<file path="src/sfp_pkg.sv">
// Shared constants for the serial flash program sequencer
package sfp_pkg;
    localparam logic [7:0] OP_PAGE_PROG = 8'h02;
    localparam logic [7:0] OP_DUAL_PROG = 8'hA2;
    localparam logic [7:0] OP_XDUAL_PROG = 8'hD2;
    localparam logic [7:0] OP_QUAD_PROG = 8'h32;
    localparam logic [7:0] OP_XQUAD_PROG = 8'h38;
    localparam logic [7:0] OP_CLR_FLAGS = 8'h50;
    localparam logic [7:0] OP_WREN = 8'h06;
    localparam logic [7:0] OP_WRDI = 8'h04;
    localparam logic [7:0] OP_SUSPEND = 8'h75;
    localparam logic [7:0] OP_RESUME = 8'h7A;
    localparam logic [7:0] OP_WR_NVCFG = 8'hB1;
    localparam logic [7:0] OP_RD_STATUS = 8'h05;
    localparam logic [7:0] OP_RD_FLAGS = 8'h70;
    localparam int ADDR_BITS = 24;
    localparam int PAGE_BYTES = 256;
    localparam int NVCFG_BYTES = 2;
    // Status and flag status bit positions
    localparam int FSR_READY = 7;
    localparam int FSR_ERASE_ERR = 5;
    localparam int FSR_PROG_ERR = 4;
    localparam int FSR_PROT_ERR = 1;
    localparam int SR_WEL = 1;
    localparam int SR_WIP = 0;
    localparam logic [7:0] FSR_RESET = 8'h80;
    localparam logic [15:0] NVCFG_RESET = 16'hFFFF;
    // Program timing: cycles per byte written, and a timeout
    localparam int PROG_BYTE_NS = 200;
    localparam int CLK_NS = 40;
    localparam int PROG_BYTE_CYC = (PROG_BYTE_NS + CLK_NS - 1) / CLK_NS;
    localparam int PROG_TIMEOUT_CYC = 65536;
    // Protocol width select
    typedef enum logic [1:0] {
        SFP_LINES_1,
        SFP_LINES_2,
        SFP_LINES_4
    } sfp_lines_t;
endpackage : sfp_pkg

</file>
<file path="src/sfp_program_ctrl.sv">
// Program and flag-clear command sequencer of a serial NOR flash
`timescale 1ns/1ns
module sfp_program_ctrl #(
    parameter int PAGE = sfp_pkg::PAGE_BYTES,
    parameter int AW = sfp_pkg::ADDR_BITS,
    parameter int BYTE_CYC = sfp_pkg::PROG_BYTE_CYC,
    parameter int TIMEOUT_CYC = sfp_pkg::PROG_TIMEOUT_CYC
) (
    input wire logic clk_i,
    input wire logic resetn_i,
    input wire logic sck_i,
    input wire logic csn_i,
    input wire logic [3:0] dq_i,
    input wire logic [1:0] protocol_i,
    input wire logic protect_i,
    input wire logic [7:0] array_rdata_i,
    input wire logic array_fail_i,
    output logic [AW-1:0] array_addr_o,
    output logic array_we_o,
    output logic [7:0] array_wdata_o,
    output logic [7:0] status_o,
    output logic [7:0] flag_status_o,
    output logic [15:0] nvcfg_o,
    output logic nvcfg_we_o,
    output logic suspended_o,
    output logic [7:0] read_data_o
);
    localparam int PW = $clog2(PAGE);

    typedef enum {
        SFP_IDLE, SFP_OPCODE, SFP_ADDR, SFP_DATA, SFP_NVDATA, SFP_WAIT_CS,
        SFP_IGNORE
    } sfp_cmd_t;
    typedef enum {
        SFP_P_IDLE, SFP_P_READ, SFP_P_WRITE, SFP_P_NEXT
    } sfp_prog_t;

    sfp_cmd_t cmd_r;
    sfp_prog_t prog_r;
    logic sel;
    logic byte_vld;
    logic [7:0] rx_byte;
    logic aligned;
    logic cs_rise;
    logic [1:0] lines_r;
    logic [7:0] op_r;
    logic [AW-1:0] addr_r;
    logic [1:0] addr_cnt_r;
    logic [PW-1:0] woff_r;
    logic got_data_r;
    logic [15:0] nv_sh_r;
    logic nv_cnt_r;
    logic nv_done_r;
    logic wel_r;
    logic wip_r;
    logic prog_err_r;
    logic prot_err_r;
    logic erase_err_r;
    logic susp_r;
    logic [PW-1:0] poff_r;
    logic [$clog2(BYTE_CYC+1)-1:0] bcnt_r;
    logic [$clog2(TIMEOUT_CYC+1)-1:0] tcnt_r;
    logic [7:0] buf_q;
    logic buf_used;
    logic is_prog;
    logic go_prog;
    logic go_clear;
    logic go_nv;
    logic timeout;
    logic [1:0] op_lines;

    assign is_prog = (op_r == sfp_pkg::OP_PAGE_PROG) ||
                     (op_r == sfp_pkg::OP_DUAL_PROG) ||
                     (op_r == sfp_pkg::OP_XDUAL_PROG) ||
                     (op_r == sfp_pkg::OP_QUAD_PROG) ||
                     (op_r == sfp_pkg::OP_XQUAD_PROG);

    // Opcode width follows protocol; extended ops widen address and data
    assign op_lines = (cmd_r == SFP_OPCODE) ? protocol_i : lines_r;

    sfp_shifter u_shift (
        .clk_i(clk_i),
        .resetn_i(resetn_i),
        .sck_i(sck_i),
        .csn_i(csn_i),
        .dq_i(dq_i),
        .lines_i(op_lines),
        .sel_o(sel),
        .byte_vld_o(byte_vld),
        .byte_o(rx_byte),
        .aligned_o(aligned),
        .cs_rise_o(cs_rise)
    );

    // Polling frames during a program must not wipe the latched page
    sfp_page_buf #(.PAGE(PAGE), .AW(PW)) u_buf (
        .clk_i(clk_i),
        .resetn_i(resetn_i),
        .clear_i(cmd_r == SFP_IDLE && sel && !wip_r),
        .wr_i(cmd_r == SFP_DATA && byte_vld),
        .waddr_i(woff_r),
        .wdata_i(rx_byte),
        .raddr_i(poff_r),
        .rdata_o(buf_q),
        .rvalid_o(buf_used)
    );

    // Program and config writes need a whole final byte and a clean select rise; flag clear needs only the rise
    assign go_prog = cs_rise && cmd_r == SFP_DATA && aligned
                     && got_data_r && is_prog
                     && !wip_r && wel_r && !protect_i;
    assign go_clear = cs_rise && cmd_r == SFP_WAIT_CS
                      && op_r == sfp_pkg::OP_CLR_FLAGS;
    assign go_nv = cs_rise && cmd_r == SFP_NVDATA && nv_done_r && aligned
                   && wel_r && !wip_r;
    // The count holds its last value once idle, so gate by engine state
    assign timeout = (prog_r != SFP_P_IDLE) &&
                     (tcnt_r == ($bits(tcnt_r))'(TIMEOUT_CYC));

    // Command front end
    always_ff @(posedge clk_i or negedge resetn_i) begin
        if (!resetn_i) begin
            cmd_r <= SFP_IDLE;
            op_r <= 8'h00;
            lines_r <= 2'h0;
            addr_r <= '0;
            addr_cnt_r <= 2'h0;
            woff_r <= '0;
            got_data_r <= 1'b0;
            nv_sh_r <= 16'h0000;
            nv_cnt_r <= 1'b0;
            nv_done_r <= 1'b0;
        end else if (!sel) begin
            cmd_r <= SFP_IDLE;
        end else begin
            unique case (cmd_r)
                SFP_IDLE: begin
                    cmd_r <= SFP_OPCODE;
                    got_data_r <= 1'b0;
                    addr_cnt_r <= 2'h0;
                    nv_cnt_r <= 1'b0;
                    nv_done_r <= 1'b0;
                    lines_r <= protocol_i;
                end
                SFP_OPCODE: if (byte_vld) begin
                    op_r <= rx_byte;
                    if (rx_byte == sfp_pkg::OP_XDUAL_PROG) begin
                        lines_r <= 2'h1;
                    end else if (rx_byte == sfp_pkg::OP_XQUAD_PROG) begin
                        lines_r <= 2'h2;
                    end
                    unique case (rx_byte)
                        sfp_pkg::OP_PAGE_PROG, sfp_pkg::OP_DUAL_PROG,
                        sfp_pkg::OP_XDUAL_PROG, sfp_pkg::OP_QUAD_PROG,
                        sfp_pkg::OP_XQUAD_PROG:
                            cmd_r <= wip_r ? SFP_IGNORE : SFP_ADDR;
                        sfp_pkg::OP_WR_NVCFG: cmd_r <= SFP_NVDATA;
                        sfp_pkg::OP_CLR_FLAGS, sfp_pkg::OP_WREN,
                        sfp_pkg::OP_WRDI, sfp_pkg::OP_SUSPEND,
                        sfp_pkg::OP_RESUME: cmd_r <= SFP_WAIT_CS;
                        default: cmd_r <= SFP_IGNORE;
                    endcase
                end
                SFP_ADDR: if (byte_vld) begin
                    addr_r <= {addr_r[AW-9:0], rx_byte};
                    addr_cnt_r <= addr_cnt_r + 2'h1;
                    if (addr_cnt_r == 2'h2) begin
                        cmd_r <= SFP_DATA;
                        woff_r <= rx_byte[PW-1:0];
                        if (op_r == sfp_pkg::OP_DUAL_PROG) begin
                            lines_r <= 2'h1;
                        end else if (op_r == sfp_pkg::OP_QUAD_PROG) begin
                            lines_r <= 2'h2;
                        end
                    end
                end
                SFP_DATA: if (byte_vld) begin
                    // Offset wraps inside the page; later bytes overwrite
                    woff_r <= woff_r + 1'b1;
                    got_data_r <= 1'b1;
                end
                SFP_NVDATA: if (byte_vld) begin
                    nv_sh_r <= {rx_byte, nv_sh_r[15:8]};
                    nv_cnt_r <= 1'b1;
                    nv_done_r <= nv_cnt_r;
                    // Stay here so select rise can commit; a third byte spoils
                    if (nv_done_r) begin
                        cmd_r <= SFP_IGNORE;
                    end
                end
                SFP_WAIT_CS: if (byte_vld) begin
                    cmd_r <= SFP_IGNORE;
                end
                default: ;
            endcase
        end
    end

    // Byte-by-byte array programming engine
    always_ff @(posedge clk_i or negedge resetn_i) begin
        if (!resetn_i) begin
            prog_r <= SFP_P_IDLE;
            poff_r <= '0;
            bcnt_r <= '0;
            tcnt_r <= '0;
        end else begin
            if (prog_r != SFP_P_IDLE && !susp_r) begin
                tcnt_r <= tcnt_r + 1'b1;
            end
            unique case (prog_r)
                SFP_P_IDLE: if (go_prog) begin
                    prog_r <= SFP_P_READ;
                    poff_r <= '0;
                    tcnt_r <= '0;
                end
                SFP_P_READ: if (timeout) begin
                    prog_r <= SFP_P_IDLE;
                end else if (!susp_r) begin
                    prog_r <= buf_used ? SFP_P_WRITE : SFP_P_NEXT;
                    bcnt_r <= '0;
                end
                SFP_P_WRITE: if (timeout) begin
                    prog_r <= SFP_P_IDLE;
                end else if (!susp_r) begin
                    bcnt_r <= bcnt_r + 1'b1;
                    if (bcnt_r == ($bits(bcnt_r))'(BYTE_CYC - 1)) begin
                        prog_r <= SFP_P_NEXT;
                    end
                end
                SFP_P_NEXT: if (timeout) begin
                    prog_r <= SFP_P_IDLE;
                end else if (!susp_r) begin
                    poff_r <= poff_r + 1'b1;
                    prog_r <= (poff_r == PW'(PAGE - 1)) ? SFP_P_IDLE
                                                         : SFP_P_READ;
                end
            endcase
        end
    end

    assign array_addr_o = {addr_r[AW-1:PW], poff_r};
    // AND with current contents: only ones can become zeros
    assign array_wdata_o = array_rdata_i & buf_q;
    assign array_we_o = (prog_r == SFP_P_WRITE) && !susp_r &&
                        (bcnt_r == ($bits(bcnt_r))'(BYTE_CYC - 1));

    // Busy indication
    always_ff @(posedge clk_i or negedge resetn_i) begin
        if (!resetn_i) begin
            wip_r <= 1'b0;
        end else if (go_prog || go_nv) begin
            wip_r <= 1'b1;
        end else if (prog_r == SFP_P_IDLE) begin
            // One cycle past the engine, so the latch clears along with it
            wip_r <= 1'b0;
        end
    end

    // Write enable latch
    always_ff @(posedge clk_i or negedge resetn_i) begin
        if (!resetn_i) begin
            wel_r <= 1'b0;
        end else if (cs_rise && cmd_r == SFP_WAIT_CS
                     && op_r == sfp_pkg::OP_WREN) begin
            wel_r <= 1'b1;
        end else if (cs_rise && cmd_r == SFP_WAIT_CS
                     && op_r == sfp_pkg::OP_WRDI) begin
            wel_r <= 1'b0;
        end else if (wip_r && prog_r == SFP_P_IDLE && !go_prog) begin
            // Operation over, success or fail
            wel_r <= 1'b0;
        end
    end

    // Error flags; a new error wins over a same-cycle clear
    always_ff @(posedge clk_i or negedge resetn_i) begin
        if (!resetn_i) begin
            prog_err_r <= 1'b0;
            prot_err_r <= 1'b0;
            erase_err_r <= 1'b0;
        end else begin
            if (go_clear) begin
                prog_err_r <= 1'b0;
                prot_err_r <= 1'b0;
                erase_err_r <= 1'b0;
            end
            if (cs_rise && cmd_r == SFP_DATA && aligned && got_data_r
                && wel_r && !wip_r && protect_i) begin
                prog_err_r <= 1'b1;
                prot_err_r <= 1'b1;
            end
            if (timeout || (array_we_o && array_fail_i)) begin
                prog_err_r <= 1'b1;
            end
        end
    end

    // Suspend and resume only matter while a program runs
    always_ff @(posedge clk_i or negedge resetn_i) begin
        if (!resetn_i) begin
            susp_r <= 1'b0;
        end else if (cs_rise && cmd_r == SFP_WAIT_CS) begin
            if (op_r == sfp_pkg::OP_SUSPEND && prog_r != SFP_P_IDLE) begin
                susp_r <= 1'b1;
            end else if (op_r == sfp_pkg::OP_RESUME) begin
                susp_r <= 1'b0;
            end
        end else if (prog_r == SFP_P_IDLE) begin
            susp_r <= 1'b0;
        end
    end

    // Nonvolatile configuration store; completes in one cycle here
    always_ff @(posedge clk_i or negedge resetn_i) begin
        if (!resetn_i) begin
            nvcfg_o <= sfp_pkg::NVCFG_RESET;
            nvcfg_we_o <= 1'b0;
        end else begin
            nvcfg_we_o <= go_nv;
            if (go_nv) begin
                nvcfg_o <= nv_sh_r;
            end
        end
    end

    assign status_o = {6'h00, wel_r, wip_r};
    assign flag_status_o = {!wip_r, 1'b0, erase_err_r, prog_err_r,
                            2'h0, prot_err_r, 1'b0};
    assign suspended_o = susp_r;

    // Register image for polling, updated every cycle even when busy
    always_ff @(posedge clk_i or negedge resetn_i) begin
        if (!resetn_i) begin
            read_data_o <= 8'h00;
        end else if (op_r == sfp_pkg::OP_RD_FLAGS) begin
            read_data_o <= flag_status_o;
        end else begin
            read_data_o <= status_o;
        end
    end
endmodule : sfp_program_ctrl

</file>
<file path="src/sfp_shifter.sv">
// Serial input shifter: synchronised clock edge detect and byte assembly
`timescale 1ns/1ns
module sfp_shifter (
    input wire logic clk_i,
    input wire logic resetn_i,
    input wire logic sck_i,
    input wire logic csn_i,
    input wire logic [3:0] dq_i,
    input wire logic [1:0] lines_i,
    output logic sel_o,
    output logic byte_vld_o,
    output logic [7:0] byte_o,
    output logic aligned_o,
    output logic cs_rise_o
);
    logic [1:0] sck_s_r;
    logic [1:0] cs_s_r;
    logic [3:0] dq_m_r;
    logic [3:0] dq_s_r;
    logic sck_d_r;
    logic cs_d_r;
    logic [2:0] cnt_r;
    logic [7:0] sh_r;
    logic rise;
    logic [2:0] step;

    always_ff @(posedge clk_i or negedge resetn_i) begin
        if (!resetn_i) begin
            sck_s_r <= 2'h0;
            cs_s_r <= 2'h3;
            dq_m_r <= 4'h0;
            dq_s_r <= 4'h0;
            sck_d_r <= 1'b0;
            cs_d_r <= 1'b1;
        end else begin
            sck_s_r <= {sck_s_r[0], sck_i};
            cs_s_r <= {cs_s_r[0], csn_i};
            dq_m_r <= dq_i;
            dq_s_r <= dq_m_r;
            sck_d_r <= sck_s_r[1];
            cs_d_r <= cs_s_r[1];
        end
    end

    assign rise = sck_s_r[1] & ~sck_d_r & ~cs_s_r[1];
    assign sel_o = ~cs_s_r[1];
    assign cs_rise_o = cs_s_r[1] & ~cs_d_r;
    assign aligned_o = (cnt_r == 3'h0);
    assign step = (lines_i == 2'h2) ? 3'h4 : (lines_i == 2'h1) ? 3'h2 : 3'h1;

    // Bits sampled on rising serial clock edges only
    always_ff @(posedge clk_i or negedge resetn_i) begin
        if (!resetn_i) begin
            cnt_r <= 3'h0;
            sh_r <= 8'h00;
            byte_vld_o <= 1'b0;
            byte_o <= 8'h00;
        end else begin
            byte_vld_o <= 1'b0;
            if (cs_s_r[1]) begin
                cnt_r <= 3'h0;
            end else if (rise) begin
                unique case (lines_i)
                    2'h2: sh_r <= {sh_r[3:0], dq_s_r};
                    2'h1: sh_r <= {sh_r[5:0], dq_s_r[1:0]};
                    default: sh_r <= {sh_r[6:0], dq_s_r[0]};
                endcase
                cnt_r <= cnt_r + step;
                if (3'(cnt_r + step) == 3'h0) begin
                    byte_vld_o <= 1'b1;
                    unique case (lines_i)
                        2'h2: byte_o <= {sh_r[3:0], dq_s_r};
                        2'h1: byte_o <= {sh_r[5:0], dq_s_r[1:0]};
                        default: byte_o <= {sh_r[6:0], dq_s_r[0]};
                    endcase
                end
            end
        end
    end
endmodule : sfp_shifter

</file>
<file path="src/sfp_page_buf.sv">
// Page buffer holding one page of latched program data with byte masks
`timescale 1ns/1ns
module sfp_page_buf #(
    parameter int PAGE = sfp_pkg::PAGE_BYTES,
    parameter int AW = $clog2(sfp_pkg::PAGE_BYTES)
) (
    input wire logic clk_i,
    input wire logic resetn_i,
    input wire logic clear_i,
    input wire logic wr_i,
    input wire logic [AW-1:0] waddr_i,
    input wire logic [7:0] wdata_i,
    input wire logic [AW-1:0] raddr_i,
    output logic [7:0] rdata_o,
    output logic rvalid_o
);
    logic [7:0] mem_r [PAGE];
    logic [PAGE-1:0] used_r;

    always_ff @(posedge clk_i) begin
        if (wr_i) begin
            mem_r[waddr_i] <= wdata_i;
        end
    end

    // A later byte at the same offset replaces the earlier one
    always_ff @(posedge clk_i or negedge resetn_i) begin
        if (!resetn_i) begin
            used_r <= '0;
        end else if (clear_i) begin
            used_r <= '0;
        end else if (wr_i) begin
            used_r[waddr_i] <= 1'b1;
        end
    end

    assign rdata_o = mem_r[raddr_i];
    assign rvalid_o = used_r[raddr_i];
endmodule : sfp_page_buf

</file>
<file path="config.mk">
export PLATFORM = sky130hd
export DESIGN_NAME = sfp_program_ctrl
export DESIGN_NICKNAME = d
export VERILOG_FILES = /design/src/sfp_pkg.sv /design/src/sfp_program_ctrl.sv /design/src/sfp_shifter.sv /design/src/sfp_page_buf.sv
export SDC_FILE = /design/constraint.sdc
export NUM_CORES = 2
export LEC_CHECK = 0
export BUFFER_PORTS_ARGS = -buffer_cell sky130_fd_sc_hd__buf_2
export CAP_MARGIN = 10
export CORE_ASPECT_RATIO = 2
export CORE_UTILIZATION = 40
export CTS_CLUSTER_DIAMETER = 120
export DETAILED_ROUTE_END_ITERATION = 7
export PLACE_DENSITY = 0.57
export SLEW_MARGIN = 20
export SYNTH_ARGS = -nofsm -noshare
export SYNTH_HDL_FRONTEND = slang
export SYNTH_SLANG_ARGS = --single-unit
</file>
<file path="constraint.sdc">
create_clock -name clk_i -period 14.5 [get_ports clk_i]
set_input_delay 0.725 -clock clk_i [delete_from_list [all_inputs] [get_ports clk_i]]
set_output_delay 0.725 -clock clk_i [all_outputs]
set_load 0.05 [all_outputs]
</file>
# Word-level counts from Yosys, hierarchy flattened
# Memory sizes are Yosys's and may differ from the RTL's.
# Index checks and enable logic that the tools add are counted.
[classes]
n_addsub = 6
order_cmp = 3
eq_ne = 66
mux = 81
n_bitwise = 8
n_reduce_logical = 80
[ops]
columns = ["cell", "count"]
rows = [
  ["256-bit two-way mux", 2],
  ["32-bit two-way mux", 15],
  ["256-bit bitwise OR", 1],
  ["32-bit by 2-bit == test with 1-bit output (second input constant)", 5],
  ["32-bit case mux with 5 select lines", 1],
  ["32-bit by 3-bit == test with 1-bit output (second input constant)", 4],
  ["32-bit zero test", 4],
  ["32-bit case mux with 4 select lines", 1],
  ["32-bit by 1-bit == test with 1-bit output (second input constant)", 2],
  ["32-bit by 4-bit == test with 1-bit output (second input constant)", 2],
  ["8-bit by 7-bit == test with 1-bit output (second input constant)", 7],
  ["8-bit two-way mux", 7],
  ["17-bit two-way mux", 3],
  ["8-bit == test (second input constant)", 6],
  ["8-bit case mux with 2 select lines", 3],
  ["8-bit by 3-bit == test with 1-bit output (second input constant)", 4],
  ["8-bit by 6-bit == test with 1-bit output (second input constant)", 4],
  ["32-bit nonzero test", 1],
  ["1-bit logical AND", 31],
  ["3-bit two-way mux", 8],
  ["1-bit two-way mux", 22],
  ["2-bit nonzero test", 11],
  ["3-bit AND reduction", 7],
  ["2-bit two-way mux", 10],
  ["other kinds (37)", 83],
]
[totals]
ff_bits = 474
ramBits = 2048
inputBits = 20
output_inout_bits = 75
wordCells = 278
n_memories = 1
[mem_list]
columns = ["memory", "words", "word_bits", "rd", "rd_clocked_by_memory_dff", "write_ports", "line", "source"]
rows = [
  ["u_buf.mem_r", 256, 8, 1, 0, 1, "sfp_page_buf.sv:17", "logic [7:0] mem_r [PAGE];"],
]

# Depth between registers and ports, before layout
[logic_depth]
ltp_word = 14
ltp_mapped = 15

# Hierarchy
# Synthesis repeated with hierarchy kept, for this count alone.
[unflattened]
cells_unflattened = 5334
hier_area_um2 = 97438.5
[by_module_without_submodules]
columns = ["mod", "n_inst", "cells_each", "area_each_um2"]
rows = [
  ["sfp_page_buf", 1, 4643, 89724.8],
  ["sfp_program_ctrl", 1, 593, 6368.6],
  ["sfp_shifter", 1, 98, 1345.0],
]

# Least setup slack after synthesis
# Ideal clock, no wire load.
[synth_timing]
path_type = "reg2reg"
startpoint = "register u_shift.byte_o[5]"
endpoint = "register lines_r[0]"
setup_time_ps = 125
arrival_ps = 4898
required_ps = 14375
path_slack_ps = 9478
path_stages_with_launch = 9
path_buffers = 1
period_less_slack_ps = 5022
cell_sequence = "dfrtp_1 > clkbuf_1 > nor3b_1 > a32o_1 > nand3_1 > a21oi_1 > o21ai_0 > o21ba_2 > mux2_2"
[synth_via]
elab_chain_cells = 4
elab_cells_between_ends = 7
classes_between = "3 x eq/ne; 3 x mux; 1 x reduce/logical"
[synth_rtl]
columns = ["item", "line", "source"]
rows = [
  ["start: declaration", "sfp_shifter.sv:12", "output logic [7:0] byte_o,"],
  ["start signal: assignment", "sfp_shifter.sv:72", "2'h2: byte_o <= {sh_r[3:0], dq_s_r};"],
  ["start signal: assignment", "sfp_shifter.sv:73", "2'h1: byte_o <= {sh_r[5:0], dq_s_r[1:0]};"],
  ["start signal: assignment", "sfp_shifter.sv:74", "default: byte_o <= {sh_r[6:0], dq_s_r[0]};"],
  ["8-bit == test", "sfp_program_ctrl.sv:147", "if (rx_byte == sfp_pkg::OP_XDUAL_PROG) begin"],
  ["2-bit two-way mux", "sfp_program_ctrl.sv:147", ""],
  ["2-bit two-way mux", "sfp_program_ctrl.sv:145", "SFP_OPCODE: if (byte_vld) begin"],
  ["2-bit case mux with 3 select lines", "sfp_program_ctrl.sv:136", "unique case (cmd_r)"],
  ["end signal: assignment", "sfp_program_ctrl.sv:143", "lines_r <= protocol_i;"],
  ["end: declaration", "sfp_program_ctrl.sv:45", "logic [1:0] lines_r;"],
]
# Several ways; a longest one is shown, not always the timed one. The select of a mux whose other input is x is not followed.
# A chain may end at the register's enable or synchronous reset.

# Worst setup path in the final report
[layout_timing]
startpoint = "register poff_r[0]"
endpoint = "output array_wdata_o[3]"
[layout_via]
elab_chain_cells = 2
[layout_rtl]
columns = ["item", "line", "source"]
rows = [
  ["start: declaration", "sfp_program_ctrl.sv:60", "logic [PW-1:0] poff_r;"],
  ["start signal: assignment", "sfp_program_ctrl.sv:233", "poff_r <= poff_r + 1'b1;"],
  ["memory read 256 x 8 bit", "--", ""],
  ["8-bit bitwise AND", "sfp_program_ctrl.sv:243", "assign array_wdata_o = array_rdata_i & buf_q;"],
  ["end: declaration", "sfp_program_ctrl.sv:20", "output logic [7:0] array_wdata_o,"],
]
# No other way between the ends.

==> flow_summary.ini <==
[cells_and_area]
area_growth_pct = 11.42
final_area_um2 = 108200
layout.nets = 5335
layout-drive-gt1-share_pct = 23.67

[floorplanning]
rows = 255
core-area_um2 = 241200
io_pins = 95
die_y_um = 698.8
fp.dieArea_um2 = 244800
die_w_um = 350.4
start_util_pct = 40.25

[outcome]
status = finished, final reports clean

[timing]
tightest_slew_ns = 1.399
setup_ws_ns = 7.370
fin_crit_ns = 7.130
post-route-period-util_pct = 49.17
skew_ns = 0.03906
fmax_mhz = 140.3
hold_viol = 0
drv_slew = 0
finalSetupTns_ns = 0
grt_setup_unrepaired = false
max-slew-margin-rel_pct = 6.723
finalSetupViolCount = 0

[logic_synthesis]
synth_ff_type = edfxtp_1
synth_area_um2 = 97090
ys_types = 73
yosys_warnings = 0
synth_cells = 5188
synth-async-reset-ratio_pct = 16.71
synth_edf_count = 2048
syn_avg_cell_area_um2 = 18.72
seq_area_frac_synth_pct = 73.96
ys_ff_latch = 2459

[power]
p_leak_nw = 35.40
power.density_nw_per_um2 = 146.1
peakVddDrop_mv = 0.1847

[critical_path]
start_kind = flip-flop
path_delay_family = buffers and inverters
critPathMaxFanout = 93
crit_path_frequent_cell = buf_12
cp_cell_sequence = buf_12, buf_12, mux4_2, o21ai_0, o211ai_1, nor4_1, a221oi_1, a31o_1, buf_2
cp_num_buf_inv = 3
slowest_stage = dfrtp_4
slowest_delay_ns = 0.99
crit_arrival_ns = 6.40
required_ns = 13.78
reg2reg_setup_slack_ns = 8.92
cp-end-kind = output pin
crit_type = flip-flop to output pin

[clocking]
cts-resized-gates = 0
cts_setup_buffers = 0
ctsHoldBuffers = 7
cts.sinks = 2459
cts_max_level = 4
cts_buffers = 206
clock_latency_ns = 0.87
cts_tree = yes
path_clk_slew_ns = 0.07
clk_path_buf_depth = 4
cts-root-buf = clkbuf_16

[global_route]
grt_max_degree = 200
grt_pass1_wl_um = 397000
grt_pass1_vias = 52380
antenna_found_initial = 11
gr-usage-all-layers_pct = 22.96
grtUsageMet3_pct = 2.978
use_met1_pct = 26.96
gr-total-overflow = 0
met2_usage_pct = 40.85
grt_busiest_layer = met2

[drt]
dr.pass1.iters = 5
drtAntennaViolNets = 0
routed_wirelength_um = 279700
drt_iter0_markers = 4782
routed_via_density = 5.798
num_vias = 50360
avgRoutedWirePerCell_um = 32.20
drc_errors = 0

[placement]
dpl_cell_area_um2 = 101200
portBuffers = 79
gp_congestion = 0.8412
dpl.hpwl_um = 172800
preCtsSetupSlack_ns = 8.261

[job]
cap_violations = 0

[min_path]
hold_path_class = input port to flip-flop
[cell type report]
cell class                      count  area, um^2
Tap cell                         3212        4019
Fill cell                       20770      133000
Multi-Input combinational cell   2376       23720
Sequential cell                  2459       71860
Clock inverter                     85       875.8
Timing Repair Buffer              227        1670
Inverter                           30       120.1
Clock buffer                      293        5913
Antenna cell                        4       10.01
[synth_stat cells (all sizes together), types with 43 or more instances]
cell type  count  area (um^2)
a21oi         71        355.3
a22oi         76        570.6
buf          172         1114
clkbuf       165        619.3
dfrtp        392         9809
edfxtp      2048        61500
mux2          51        574.3
mux2i        101         1011
mux4         607        13670
nand2        224        840.8
nand3         43        215.2
nor2         701         2631
o21a          78        585.6
o21ai         58        290.3
[worst paths after layout]
check,end,startpoint,cells past startpoint
min in group asynchronous,u_buf.used_r[115],resetn_i,2
worst min register to register,u_shift.cs_s_r[1],u_shift.cs_s_r[0],0
worst max-delay path,array_wdata_o[3],poff_r[0],9
worst max register to register,prog_r[0],poff_r[0],9
max in group asynchronous,u_buf.used_r[130],resetn_i,5
worst min-delay path,prog_err_r,array_fail_i,3
[cell usage in the layout (no fill, tap or decap), types with 51 or more instances in the layout]
cell type / count
mux4_2: 607
a21oi_1: 71
o21a_1: 78
clkbuf_16: 215
o21ai_0: 54
nand2_1: 220
mux2i_1: 101
buf_4: 129
nor2_1: 661
edfxtp_1: 2048
clkbuf_1: 54
a22oi_1: 76
dfrtp_1: 377
mux2_2: 51
buf_2: 78
[through the flow]
stage / hold slack (ns) / utilization, % / total power, W / std cells
after floorplan: 0.3312 / - / 0.009600 / 5202
after global placement: 0.3410 / 41.95 / 0.01016 / 8295
after detailed placement: 0.3479 / 41.97 / 0.01023 / 8295
after CTS: 0.04884 / 44.81 / 0.01588 / 8680
after global routing: 0.1064 / 44.85 / 0.01620 / 8683
final: 0.09344 / 44.85 / 0.01580 / 8686
[power breakdown]
group / internal (W) / switching (W) / leakage (nW) / total (W)
clock: 0.00315 / 0.00257 / 3.34 / 0.00572
combinational: 0.000173 / 0.00115 / 7.89 / 0.00132
sequential: 0.00852 / 0.000244 / 24.2 / 0.00876
total: 0.0118 / 0.00396 / 35.4 / 0.0158
[worst register-to-register path, stage by stage (launching register included)]
cell and delay, ns:
dfrtp_4 0.99, buf_12 0.55, buf_4 0.88, buf_4 0.65, mux4_2 0.63, a221oi_1 0.53, nand4_1 0.25, o31ai_1 0.51
a31oi_1 0.28, o21ai_1 0.22
[layer usage]
metal	wire, um	part of all wire (%)
met5	27	0.0097
met4	16420	5.9
met3	15640	5.6
met2	148100	53
met1	99500	36
[flip-flops by register name (all words and copies together) (netlist names), 7 cells and up]
| name | count |
|---|---|
| u_buf.mem_r | 2048 |
| nvcfg_o | 16 |
| poff_r | 8 |
| u_buf.used_r | 256 |
| op_r | 8 |
| woff_r | 8 |
| addr_r | 24 |
| u_shift.byte_o | 8 |
| nv_sh_r | 16 |
| tcnt_r | 17 |
| u_shift.sh_r | 7 |
[logic make-up (layout without fill, tap and decap cells)]
kind of cell    after synthesis  count (layout)  share of synthesized area, %
fa+ha+maj                    15              15                        0.2010
compound gates              451             451                         3.238
simple gates               1110            1110                         4.753
flops                      2459            2459                         73.96
xor+xnor                     26              26                        0.2345
mux                         759             759                         15.71
other cells                   1              19                      0.003862
buf+inv                     367             635                         1.901
Note: power is estimated with default switching activity, not from simulation.
